<file path="config.mk">
export PLATFORM = sky130hd
export DESIGN_NAME = e1ssm_status_monitor
export DESIGN_NICKNAME = d
export VERILOG_FILES = /design/src/shared/e1ssm_pkg.sv /design/src/shared/e1ssm_word_if.sv /design/src/hdl/e1ssm_err_run.sv /design/src/hdl/e1ssm_status_monitor.sv
export SDC_FILE = /design/constraint.sdc
export NUM_CORES = 1
export LEC_CHECK = 0
export BUFFER_PORTS_ARGS = -buffer_cell sky130_fd_sc_hd__buf_2
export CORE_MARGIN = 4
export CORE_UTILIZATION = 35
export CTS_CLUSTER_DIAMETER = 80
export DETAILED_ROUTE_END_ITERATION = 16
export PLACE_DENSITY = 0.52
export RECOVER_POWER = 100
export SETUP_SLACK_MARGIN = 0.3
export SLEW_MARGIN = 20
export SYNTH_ARGS = -nofsm -noshare
export SYNTH_HDL_FRONTEND = slang
export SYNTH_SLANG_ARGS = --single-unit
</file>
<file path="constraint.sdc">
create_clock -name clk_i -period 2.4 [get_ports clk_i]
set_input_delay 0 -clock clk_i [delete_from_list [all_inputs] [get_ports clk_i]]
set_output_delay 0 -clock clk_i [all_outputs]
set_load 0.005 [all_outputs]
</file>
<file path="src/shared/e1ssm_pkg.sv">
/*
 Constants of the E1 sync status monitor: register offsets, bit positions,
 reset values and criterion counts. Assumes a 20 MHz system clock.
*/
package e1ssm_pkg;
    localparam logic [7:0] RECV_INFO_ADDR = 8'h08;
    localparam logic [7:0] SYNC_STAT_ADDR = 8'h1e;
    localparam logic [7:0] CTRL_ONE_ADDR = 8'h10;
    localparam logic [7:0] IRQ_STAT_ADDR = 8'h11;
    localparam logic [7:0] IRQ_MASK_ADDR = 8'h12;

    localparam int TX_FULL_BIT = 7;
    localparam int TX_EMPTY_BIT = 6;
    localparam int SPARE_BIT = 5;
    localparam int RX_FULL_BIT = 4;
    localparam int RX_EMPTY_BIT = 3;
    localparam int CRC_RESYNC_BIT = 2;
    localparam int ALIGN_RESYNC_BIT = 1;
    localparam int SIG_RESYNC_BIT = 0;
    localparam int CRC_EN_BIT = 0;

    localparam logic [7:0] CTRL_RESET = 8'h00;
    localparam logic [7:0] MASK_RESET = 8'h00;
    localparam logic [7:0] STAT_RESET = 8'h00;
    localparam logic [5:0] COUNT_RESET = 6'h00;

    localparam logic [9:0] CRC_WINDOW = 10'd1000;
    localparam logic [9:0] CRC_ERR_LIMIT = 10'd915;
    localparam int ALIGN_ERR_RUN = 3;
    localparam int SIG_ERR_RUN = 2;

    localparam int SEARCH_MS = 8;
    localparam int CLK_KHZ = 20000;
    localparam int SEARCH_CYCLES = SEARCH_MS * CLK_KHZ;
    localparam int TIMER_W = 18;
endpackage

</file>
<file path="src/shared/e1ssm_word_if.sv">
/*
 Word stream with error mark between the monitor and its run counters.
 Assumes all signals are on the monitor clock.
*/
`timescale 1ns/1ps
interface e1ssm_word_if;
    logic word;
    logic err;
    logic met;
    modport src (output word, output err, input met);
    modport mon (input word, input err, output met);
endinterface

</file>
<file path="src/hdl/e1ssm_err_run.sv">
/*
 Counter of consecutive errored words; pulses met when the run reaches RUN.
 Assumes word and err are same-clock one-cycle strobes.
*/
`timescale 1ns/1ps
module e1ssm_err_run #(
    parameter int RUN = 3
) (
    input wire logic clk_i,
    input wire logic reset_i,
    input wire logic clk_en_i,
    e1ssm_word_if.mon w
);
    logic [2:0] cnt_q;
    logic [2:0] cnt_d;
    logic met_q;
    logic met_d;
    wire last_w = (cnt_q == 3'(RUN - 1));

    // Run grows on errors, restarts on a good word or when met
    assign met_d = w.word && w.err && last_w;
    assign cnt_d = !w.word ? cnt_q : (!w.err || last_w) ? 3'h0 : cnt_q + 3'h1;
    assign w.met = met_q;

    always_ff @(posedge clk_i) begin
        if (reset_i) begin
            cnt_q <= 3'h0;
            met_q <= 1'b0;
        end else if (clk_en_i) begin
            cnt_q <= cnt_d;
            met_q <= met_d;
        end
    end
endmodule

</file>
<file path="src/hdl/e1ssm_status_monitor.sv">
/*
 Status monitor of one E1 framer: elastic store events, resync criteria,
 search flags and the CRC4 search counter, with registers and interrupt.
 Assumes framer inputs and the register port are on clk_i.
*/
`timescale 1ns/1ps
module e1ssm_status_monitor #(
    parameter int SEARCH_CYCLES = e1ssm_pkg::SEARCH_CYCLES
) (
    input wire logic clk_i,
    input wire logic reset_i,
    input wire logic clk_en_i,
    input wire logic [7:0] addr_i,
    input wire logic [7:0] wdata_i,
    input wire logic wr_i,
    input wire logic rd_i,
    output logic [7:0] rdata_o,
    output logic irq_o,
    input wire logic tx_store_full_i,
    input wire logic tx_store_empty_i,
    input wire logic rx_store_full_i,
    input wire logic rx_store_empty_i,
    input wire logic crc_word_i,
    input wire logic crc_word_err_i,
    input wire logic align_word_i,
    input wire logic align_word_err_i,
    input wire logic sig_word_i,
    input wire logic sig_word_err_i,
    input wire logic align_search_active_i,
    input wire logic signaling_search_active_i,
    input wire logic crc_search_active_i,
    input wire logic crc_sync_achieved_i,
    output logic crc_mode_en_o
);
    logic [7:0] ctrl_q;
    logic [7:0] ctrl_d;
    logic [7:0] mask_q;
    logic [7:0] mask_d;
    logic [7:0] stat_q;
    logic [7:0] stat_d;
    logic [5:0] count_q;
    logic [5:0] count_d;
    logic [e1ssm_pkg::TIMER_W-1:0] timer_q;
    logic [e1ssm_pkg::TIMER_W-1:0] timer_d;
    logic [9:0] wcnt_q;
    logic [9:0] wcnt_d;
    logic [9:0] ecnt_q;
    logic [9:0] ecnt_d;
    logic crc_met_q;
    logic crc_met_d;
    logic [7:0] rdata_d;

    e1ssm_word_if align_if ();
    e1ssm_word_if sig_if ();

    // Alignment word run counter
    assign align_if.word = align_word_i;
    assign align_if.err = align_word_err_i;
    e1ssm_err_run #(.RUN(e1ssm_pkg::ALIGN_ERR_RUN)) u_align_run (
        .clk_i(clk_i),
        .reset_i(reset_i),
        .clk_en_i(clk_en_i),
        .w(align_if.mon)
    );

    // Signaling multiframe word run counter
    assign sig_if.word = sig_word_i;
    assign sig_if.err = sig_word_err_i;
    e1ssm_err_run #(.RUN(e1ssm_pkg::SIG_ERR_RUN)) u_sig_run (
        .clk_i(clk_i),
        .reset_i(reset_i),
        .clk_en_i(clk_en_i),
        .w(sig_if.mon)
    );

    // Register decode
    wire wr_ctrl_w = wr_i && (addr_i == e1ssm_pkg::CTRL_ONE_ADDR);
    wire wr_stat_w = wr_i && (addr_i == e1ssm_pkg::IRQ_STAT_ADDR);
    wire wr_mask_w = wr_i && (addr_i == e1ssm_pkg::IRQ_MASK_ADDR);
    wire crc_en_w = ctrl_q[e1ssm_pkg::CRC_EN_BIT];

    // CRC4 code word window: 1000 words, criterion at the 915th error
    wire crc_err_w = crc_word_i && crc_word_err_i;
    wire win_end_w = crc_word_i && (wcnt_q == e1ssm_pkg::CRC_WINDOW - 10'd1);
    wire [9:0] ecnt_next_w = crc_err_w ? ecnt_q + 10'd1 : ecnt_q;
    assign crc_met_d = crc_err_w && (ecnt_next_w == e1ssm_pkg::CRC_ERR_LIMIT);
    assign wcnt_d = !crc_word_i ? wcnt_q : win_end_w ? 10'd0 : wcnt_q + 10'd1;
    assign ecnt_d = win_end_w ? 10'd0 : ecnt_next_w;

    // Event vector in receive_information layout
    logic [7:0] event_w;
    always_comb begin
        event_w = 8'h00;
        event_w[e1ssm_pkg::TX_FULL_BIT] = tx_store_full_i;
        event_w[e1ssm_pkg::TX_EMPTY_BIT] = tx_store_empty_i;
        event_w[e1ssm_pkg::RX_FULL_BIT] = rx_store_full_i;
        event_w[e1ssm_pkg::RX_EMPTY_BIT] = rx_store_empty_i;
        event_w[e1ssm_pkg::CRC_RESYNC_BIT] = crc_met_q;
        event_w[e1ssm_pkg::ALIGN_RESYNC_BIT] = align_if.met;
        event_w[e1ssm_pkg::SIG_RESYNC_BIT] = sig_if.met;
    end

    // Sticky flags: write one clears, a new event wins; spare bit held zero
    wire [7:0] clr_w = wr_stat_w ? wdata_i : 8'h00;
    wire [7:0] used_w = ~(8'h01 << e1ssm_pkg::SPARE_BIT);
    assign stat_d = ((stat_q & ~clr_w) | event_w) & used_w;
    assign ctrl_d = wr_ctrl_w ? wdata_i : ctrl_q;
    assign mask_d = wr_mask_w ? (wdata_i & used_w) : mask_q;
    assign irq_o = |(stat_q & mask_q);
    assign crc_mode_en_o = crc_en_w;

    // 8 ms CRC4 multiframe search timer
    wire searching_w = crc_en_w && crc_search_active_i;
    wire timeout_w = searching_w && (timer_q == e1ssm_pkg::TIMER_W'(SEARCH_CYCLES - 1));
    assign timer_d = (!searching_w || timeout_w) ? '0 : timer_q + 1'b1;

    // CRC4 search counter
    wire mode_off_w = wr_ctrl_w && !wdata_i[e1ssm_pkg::CRC_EN_BIT];
    wire count_clr_w = crc_sync_achieved_i || mode_off_w || !crc_en_w;
    assign count_d = count_clr_w ? 6'h00 : timeout_w ? count_q + 6'h01 : count_q;

    // Read mux
    wire [7:0] sync_stat_w = {count_q[5:2], count_q[0],
        align_search_active_i, signaling_search_active_i, crc_search_active_i};
    always_comb begin
        case (addr_i)
            e1ssm_pkg::RECV_INFO_ADDR: rdata_d = stat_q;
            e1ssm_pkg::SYNC_STAT_ADDR: rdata_d = sync_stat_w;
            e1ssm_pkg::CTRL_ONE_ADDR: rdata_d = ctrl_q;
            e1ssm_pkg::IRQ_STAT_ADDR: rdata_d = stat_q;
            e1ssm_pkg::IRQ_MASK_ADDR: rdata_d = mask_q;
            default: rdata_d = 8'h00;
        endcase
    end

    // Control and mask registers
    always_ff @(posedge clk_i) begin
        if (reset_i) begin
            ctrl_q <= e1ssm_pkg::CTRL_RESET;
        end else if (clk_en_i) begin
            ctrl_q <= ctrl_d;
        end
    end

    always_ff @(posedge clk_i) begin
        if (reset_i) begin
            mask_q <= e1ssm_pkg::MASK_RESET;
        end else if (clk_en_i) begin
            mask_q <= mask_d;
        end
    end

    // Sticky status flags
    always_ff @(posedge clk_i) begin
        if (reset_i) begin
            stat_q <= e1ssm_pkg::STAT_RESET;
        end else if (clk_en_i) begin
            stat_q <= stat_d;
        end
    end

    // Search counter and timer
    always_ff @(posedge clk_i) begin
        if (reset_i) begin
            count_q <= e1ssm_pkg::COUNT_RESET;
        end else if (clk_en_i) begin
            count_q <= count_d;
        end
    end

    always_ff @(posedge clk_i) begin
        if (reset_i) begin
            timer_q <= '0;
        end else if (clk_en_i) begin
            timer_q <= timer_d;
        end
    end

    // CRC4 code word window
    always_ff @(posedge clk_i) begin
        if (reset_i) begin
            wcnt_q <= 10'd0;
            ecnt_q <= 10'd0;
        end else if (clk_en_i) begin
            wcnt_q <= wcnt_d;
            ecnt_q <= ecnt_d;
        end
    end

    always_ff @(posedge clk_i) begin
        if (reset_i) begin
            crc_met_q <= 1'b0;
        end else if (clk_en_i) begin
            crc_met_q <= crc_met_d;
        end
    end

    // Registered read data
    always_ff @(posedge clk_i) begin
        if (reset_i) begin
            rdata_o <= 8'h00;
        end else if (clk_en_i) begin
            rdata_o <= rd_i ? rdata_d : 8'h00;
        end
    end
endmodule

</file>
# After elaboration in Yosys (flattened, before gate mapping)
# Cells that the tools add are included.
# Widths: inputs -> output; s select.
[totals] reg_bits=83 in_bits=35 word_cells=76
[classes] n_bitwise=4 n_mux=11 addsub=6 reduce_logical=32 eq_ne=10
[op_table] operator="$eq 8x5->1 const B" n=4
[op_table] operator="$pmux 8 s4" n=1
[op_table] operator="$mux 10" n=3
[op_table] operator="$add 10x1->10 const B" n=2
[op_table] operator="$eq 10x10->1 const B" n=2
[op_table] operator="$add 18x1->18 const B" n=1
[op_table] operator="$eq 18x18->1 const B" n=1
[op_table] operator="$mux 18" n=1
[op_table] operator="$and 8x8->8" n=2
[op_table] operator="$mux 8" n=2
[op_table] operator="$logic_and 1x1->1" n=13
[op_table] operator="$mux 6" n=2
[op_table] operator="$reduce_and 2->1" n=6
[op_table] operator="$eq 8x4->1 const B" n=1
[op_table] operator="$not 8->8" n=1
[op_table] operator="$or 8x8->8" n=1
[op_table] operator="$reduce_or 8->1" n=1
[op_table] operator="$add 3x1->3 const B" n=2
[op_table] operator="$add 6x1->6 const B" n=1
[op_table] operator="$mux 3" n=2
[op_table] operator="$logic_not 1->1" n=5
[op_table] operator="$logic_or 1x1->1" n=5
[op_table] operator="$eq 3x1->1 const B" n=1
[op_table] operator="$eq 3x2->1 const B" n=1
[op_table] operator="other kinds (2)" n=2

# Depth between registers and ports, before layout
[depth] word_depth=7 mapped_depth=7 depth_no_buf=7

# Hierarchy
# A second synthesis with hierarchy kept.
[hier_totals] cells_unflattened=485 hier_area_um2=4112.7
[by_module_without_submodules] module="e1ssm_status_monitor" area_per_inst_um2=3696.0 n_inst=1 cells_per_inst=439
[by_module_without_submodules] module="e1ssm_err_run at u_sig_run" area_per_inst_um2=211.5 n_inst=1 cells_per_inst=23
[by_module_without_submodules] module="e1ssm_err_run at u_align_run" area_per_inst_um2=205.2 n_inst=1 cells_per_inst=23

# Worst setup path before layout
# OpenSTA, ideal clock, no wires.
[synth_timing] kind="register to register" startpoint="register wcnt_q[0]" endpoint="register wcnt_q[0]" t_arrival_ns=1.703 setup_time_ns=0.126 period_less_slack_ns=1.829 slack_ns=0.571 stages_incl_launch_ff=8 path_cell_list="dfxtp_1 > ha_1 > nand4b_1 > nor4b_1 > clkbuf_1 > a21o_1 > clkbuf_1 > nor2_1"
[synth_between] elab_chain_len=3
[synth_lines] element="start, declared" line="e1ssm_status_monitor.sv:45" rtl="logic [9:0] wcnt_q;"
[synth_lines] element="start signal, assigned" line="e1ssm_status_monitor.sv:185" rtl="wcnt_q <= wcnt_d;"
[synth_lines] element="parallel branches: the longest is 2 deep, another holds $add 10x1->10"
[synth_lines] element="$mux 10 *" line="e1ssm_status_monitor.sv:87" rtl="assign wcnt_d = !crc_word_i ? wcnt_q : win_end_w ? 10'd0 : wcnt_q + 10'd1;"
# Every way passes the cells marked *.
# A chain may end at the register's enable or synchronous reset.

# Worst setup path after layout
[layout_timing] startpoint="input addr_i[1]" endpoint="register stat_q[6]"
[layout_between] elab_chain_len=6
[layout_lines] element="start, declared" line="e1ssm_status_monitor.sv:13" rtl="input wire logic [7:0] addr_i,"
[layout_lines] element="$eq 8x5->1" line="e1ssm_status_monitor.sv:78" rtl="wire wr_stat_w = wr_i && (addr_i == e1ssm_pkg::IRQ_STAT_ADDR);"
[layout_lines] element="$logic_and 1x1->1" line="e1ssm_status_monitor.sv:78"
[layout_lines] element="$mux 8" line="e1ssm_status_monitor.sv:104" rtl="wire [7:0] clr_w = wr_stat_w ? wdata_i : 8'h00;"
[layout_lines] element="$not 8->8" line="e1ssm_status_monitor.sv:106" rtl="assign stat_d = ((stat_q & ~clr_w) | event_w) & used_w;"
[layout_lines] element="$and 8x8->8" line="e1ssm_status_monitor.sv:106"
[layout_lines] element="$or 8x8->8" line="e1ssm_status_monitor.sv:106"
[layout_lines] element="end signal, assigned" line="e1ssm_status_monitor.sv:156" rtl="stat_q <= e1ssm_pkg::STAT_RESET;"
[layout_lines] element="end signal, assigned" line="e1ssm_status_monitor.sv:158" rtl="stat_q <= stat_d;"
[layout_lines] element="end, declared" line="e1ssm_status_monitor.sv:39" rtl="logic [7:0] stat_q;"
# No other way between the ends.

==> impl_results.md <==
* PortBufs at 44
* YS warnings at 0
* Largest area contributor in the netlist: dfxtp_1
* Maximum fanout along the worst path at 7
* Die X at 115 µm
* Clock buffer depth at 2
* Clock tree from TritonCTS: built
* Core Area at 11000 µm²
* Critical R2R Capture: count_q[1]
* Leading post-synthesis cells by cell area: dfxtp_1, nor2_1, mux2i_1
* Post_cts resized at 0
* P&R area growth vs syn at 20.6%
* Syn_nets at 513
* Ys flop type: dfxtp_1
* Worst vdd ir at 0.497 mV
* Setup Skew at 0.00530 ns
* Setup tns final at 0 ns
* Num rows at 38
* Unrepaired setup endpoints after global routing: no
* Worst Setup End Kind: flop
* Async S/R FF share, synth at 0%
* Average size of a mapped cell at 8.52 µm²
* Initial Util at 36.3%
* Diode count at 0
* Die area at 13200 µm²
* Residual DRC at 0
* Die height at 115 µm
* Simple-Gate Fraction of Synth Area at 26.7%
* Reg clk slew, reported paths at 0.06 ns
* Filler cell count at 1117
* Initial antenna violation count at 0
* R2R setup slack at 0.41 ns
* Seq/Total Area, Yosys at 41.5%
* Post-synth EDFFs at 0
* Setup CP Type: in -> reg
* Largest family of logic cells by synthesized area: simple AND/OR/NAND/NOR gates
* Number of I/O pins at 45
* Nets@finish at 574
* MaxCap Viol Count at 0
* Fin crit period at 2.10 ns
* Final HPWL DP at 7270 µm
* Yosys top cell area share at 41.5%
* DR pass1 iterations at 4
* Worst-case reg-to-reg path depth at 5
* Gpl congestion at 0.804
* Yosys reg bits at 83
* Pleak at 1.81 nW
* Routed WL per cell at 15.3 µm
* DRT iter0 DRCs at 304
* # H-tree levels at 3
* Max Freq at 476 MHz
* Final wirelength at 10300 µm
* Post-Syn Instances at 470
* Clock latency on the worst-skew pair at 0.34 ns
* Final Cycle Share at 87.5%
* Root buffer cell: clkbuf_16
* Layout cell share with drive strength beyond 1 at 11.6%
* R2R Path Start: timer_q[8]
* Crit path required time at 2.59 ns
* Gr usage total at 16.3%
* Clk sinks at 83
* Mux contribution to synthesized area at 4.50%
* Hold Fails Final Rpt at 0
* Post-Synth XOR/XNOR Area at 7.44%
* Overflow after GRT at 0
* First-pass GRT wire length at 17200 µm
* Pins over their slew limit at 0
* Largest net degree at the start of global routing at 31
* Vias in the first global route at 3546
* Worst slew margin at 58.2%
* Arrival @ worst endpoint at 2.29 ns
* Mapped cell area at 4010 µm²
* Worst setup path start: addr_i[1]
* Vias at 3601
* Worst Hold Class: in -> reg
* Status: completed
* CP Launch Type: input port
* Synth unique cells at 54
* Routed Antenna Nets at 0
* Adder-cell share of the synthesized area at 2.50%
* Synth Area in Compound Gates at 14.0%
* Measured slew at the worst slew-check pin at 0.626 ns
* DR vias/cell at 5.33
* Worst Setup EP: stat_q[6]
* Final setup violation count at 0
* Total Power at 0.00296 W
* Cts bufs inserted at 9
* Cell Pwr Density at 612 nW/µm²
==> report_power, final <==
part	switching (W)	internal (W)	total, W
clock	0.000544	0.000833	0.00138
combinational	0.0000989	0.0000783	0.000177
sequential	0.0000114	0.00139	0.00140
==> registers in the layout (all words and copies together), names as in the netlist <==
name and cells:
u_sig_run.cnt_q 3, ecnt_q 10, wcnt_q 10, u_align_run.cnt_q 3, u_align_run.w.met 1, ctrl_q 8, crc_met_q 1, stat_q 7
mask_q 7, timer_q 18, rdata_o 8, u_sig_run.w.met 1, count_q 6
==> cells in the mapped netlist, drive strengths merged, types with 8 or more instances <==
cell type	number
o21ai	21
nand3	17
xor2	19
dfxtp	83
ha	8
a22oi	19
nand2	43
nor2	72
nand4	14
xnor2	15
a21oi	18
nor3	14
clkbuf	18
and3	10
inv	10
mux2i	18
==> cell usage in the layout (no fill, tap or decap), drive strengths merged, types with 14 or more instances in the layout <==
| master | count |
|---|---|
| nand2 | 43 |
| clkbuf | 23 |
| xor2 | 19 |
| nand3 | 17 |
| a21oi | 18 |
| dfxtp | 83 |
| nand4 | 14 |
| nor3 | 14 |
| xnor2 | 15 |
| dlygate4sd3 | 19 |
| mux2i | 18 |
| buf | 43 |
| nor2 | 72 |
| a22oi | 19 |
| o21ai | 21 |
==> worst max-delay path, stage by stage <==
cell and delay [ns]:
buf_2 0.10, or4_1 0.58, nor4_1 0.33, clkbuf_1 0.42
nand2_1 0.10, a22oi_1 0.14, dlygate4sd3_1 0.56, nor2_1 0.05
==> timing repair <==
action / CTS / global route
hold buffers: 19 / 0
endpoints found under the setup margin: 0 / 18
buffers inserted: 0 / 1
endpoints found under the hold margin: 23 / 0
==> through the flow <==
stage | cells | utilization [%] | setup WS (ns) | hold slack, ns | area [µm²]
2_1_floorplan | 470 | - | 0.571 | 0.144 | 4010
3_3_place_gp | 640 | 39.6 | 0.420 | 0.249 | 4370
3_5_place_dp | 640 | 39.6 | 0.392 | 0.269 | 4370
4_1_cts | 675 | 44.0 | 0.360 | 0.0830 | 4860
5_1_grt | 676 | 43.8 | 0.238 | 0.107 | 4830
6_report | 676 | 43.8 | 0.300 | 0.0986 | 4830
==> routing by layer <==
layer / wire (µm) / up-vias / GRT usage, %
li1: - / 1798 / -
met3: 563 / 9 / 4.79
met4: 87 / 0 / 3.91
met2: 4960 / 83 / 27.1
met1: 4740 / 1711 / 21.0
met5: 0 / - / 0
==> how the worst min path moves through the flow <==
stage	from	slack, ns	depth (start not counted)	to
floorplan	wdata_i[0]	0.14	2	ctrl_q[0]
global placement	tx_store_empty_i	0.25	3	stat_q[6]
detailed placement	tx_store_full_i	0.27	3	stat_q[7]
CTS	align_word_err_i	0.08	4	u_align_run.cnt_q[2]
global route	sig_word_err_i	0.11	4	u_sig_run.w.met
finish	align_word_err_i	0.1	4	u_align_run.cnt_q[2]
==> kinds of logic (layout without fill, tap and decap cells) <==
family          count (synthesis)  count (layout)
compound gates                 84              84
xor+xnor                       34              34
fa+ha+maj                       8               8
buf+inv                        33              99
flops                          83              83
mux                            18              18
simple gates                  210             210
==> cell type report <==
type	instances	area [µm²]	area share, %
Tap cell	140	175	3.63
Clock inverter	4	50.0	1.04
Timing Repair Buffer	73	479	9.92
Multi-Input combinational cell	354	2180	45.1
Sequential cell	83	1660	34.4
Clock buffer	12	246	5.10
Inverter	10	37.5	0.777
Note: power is estimated with default switching activity, not from simulation.
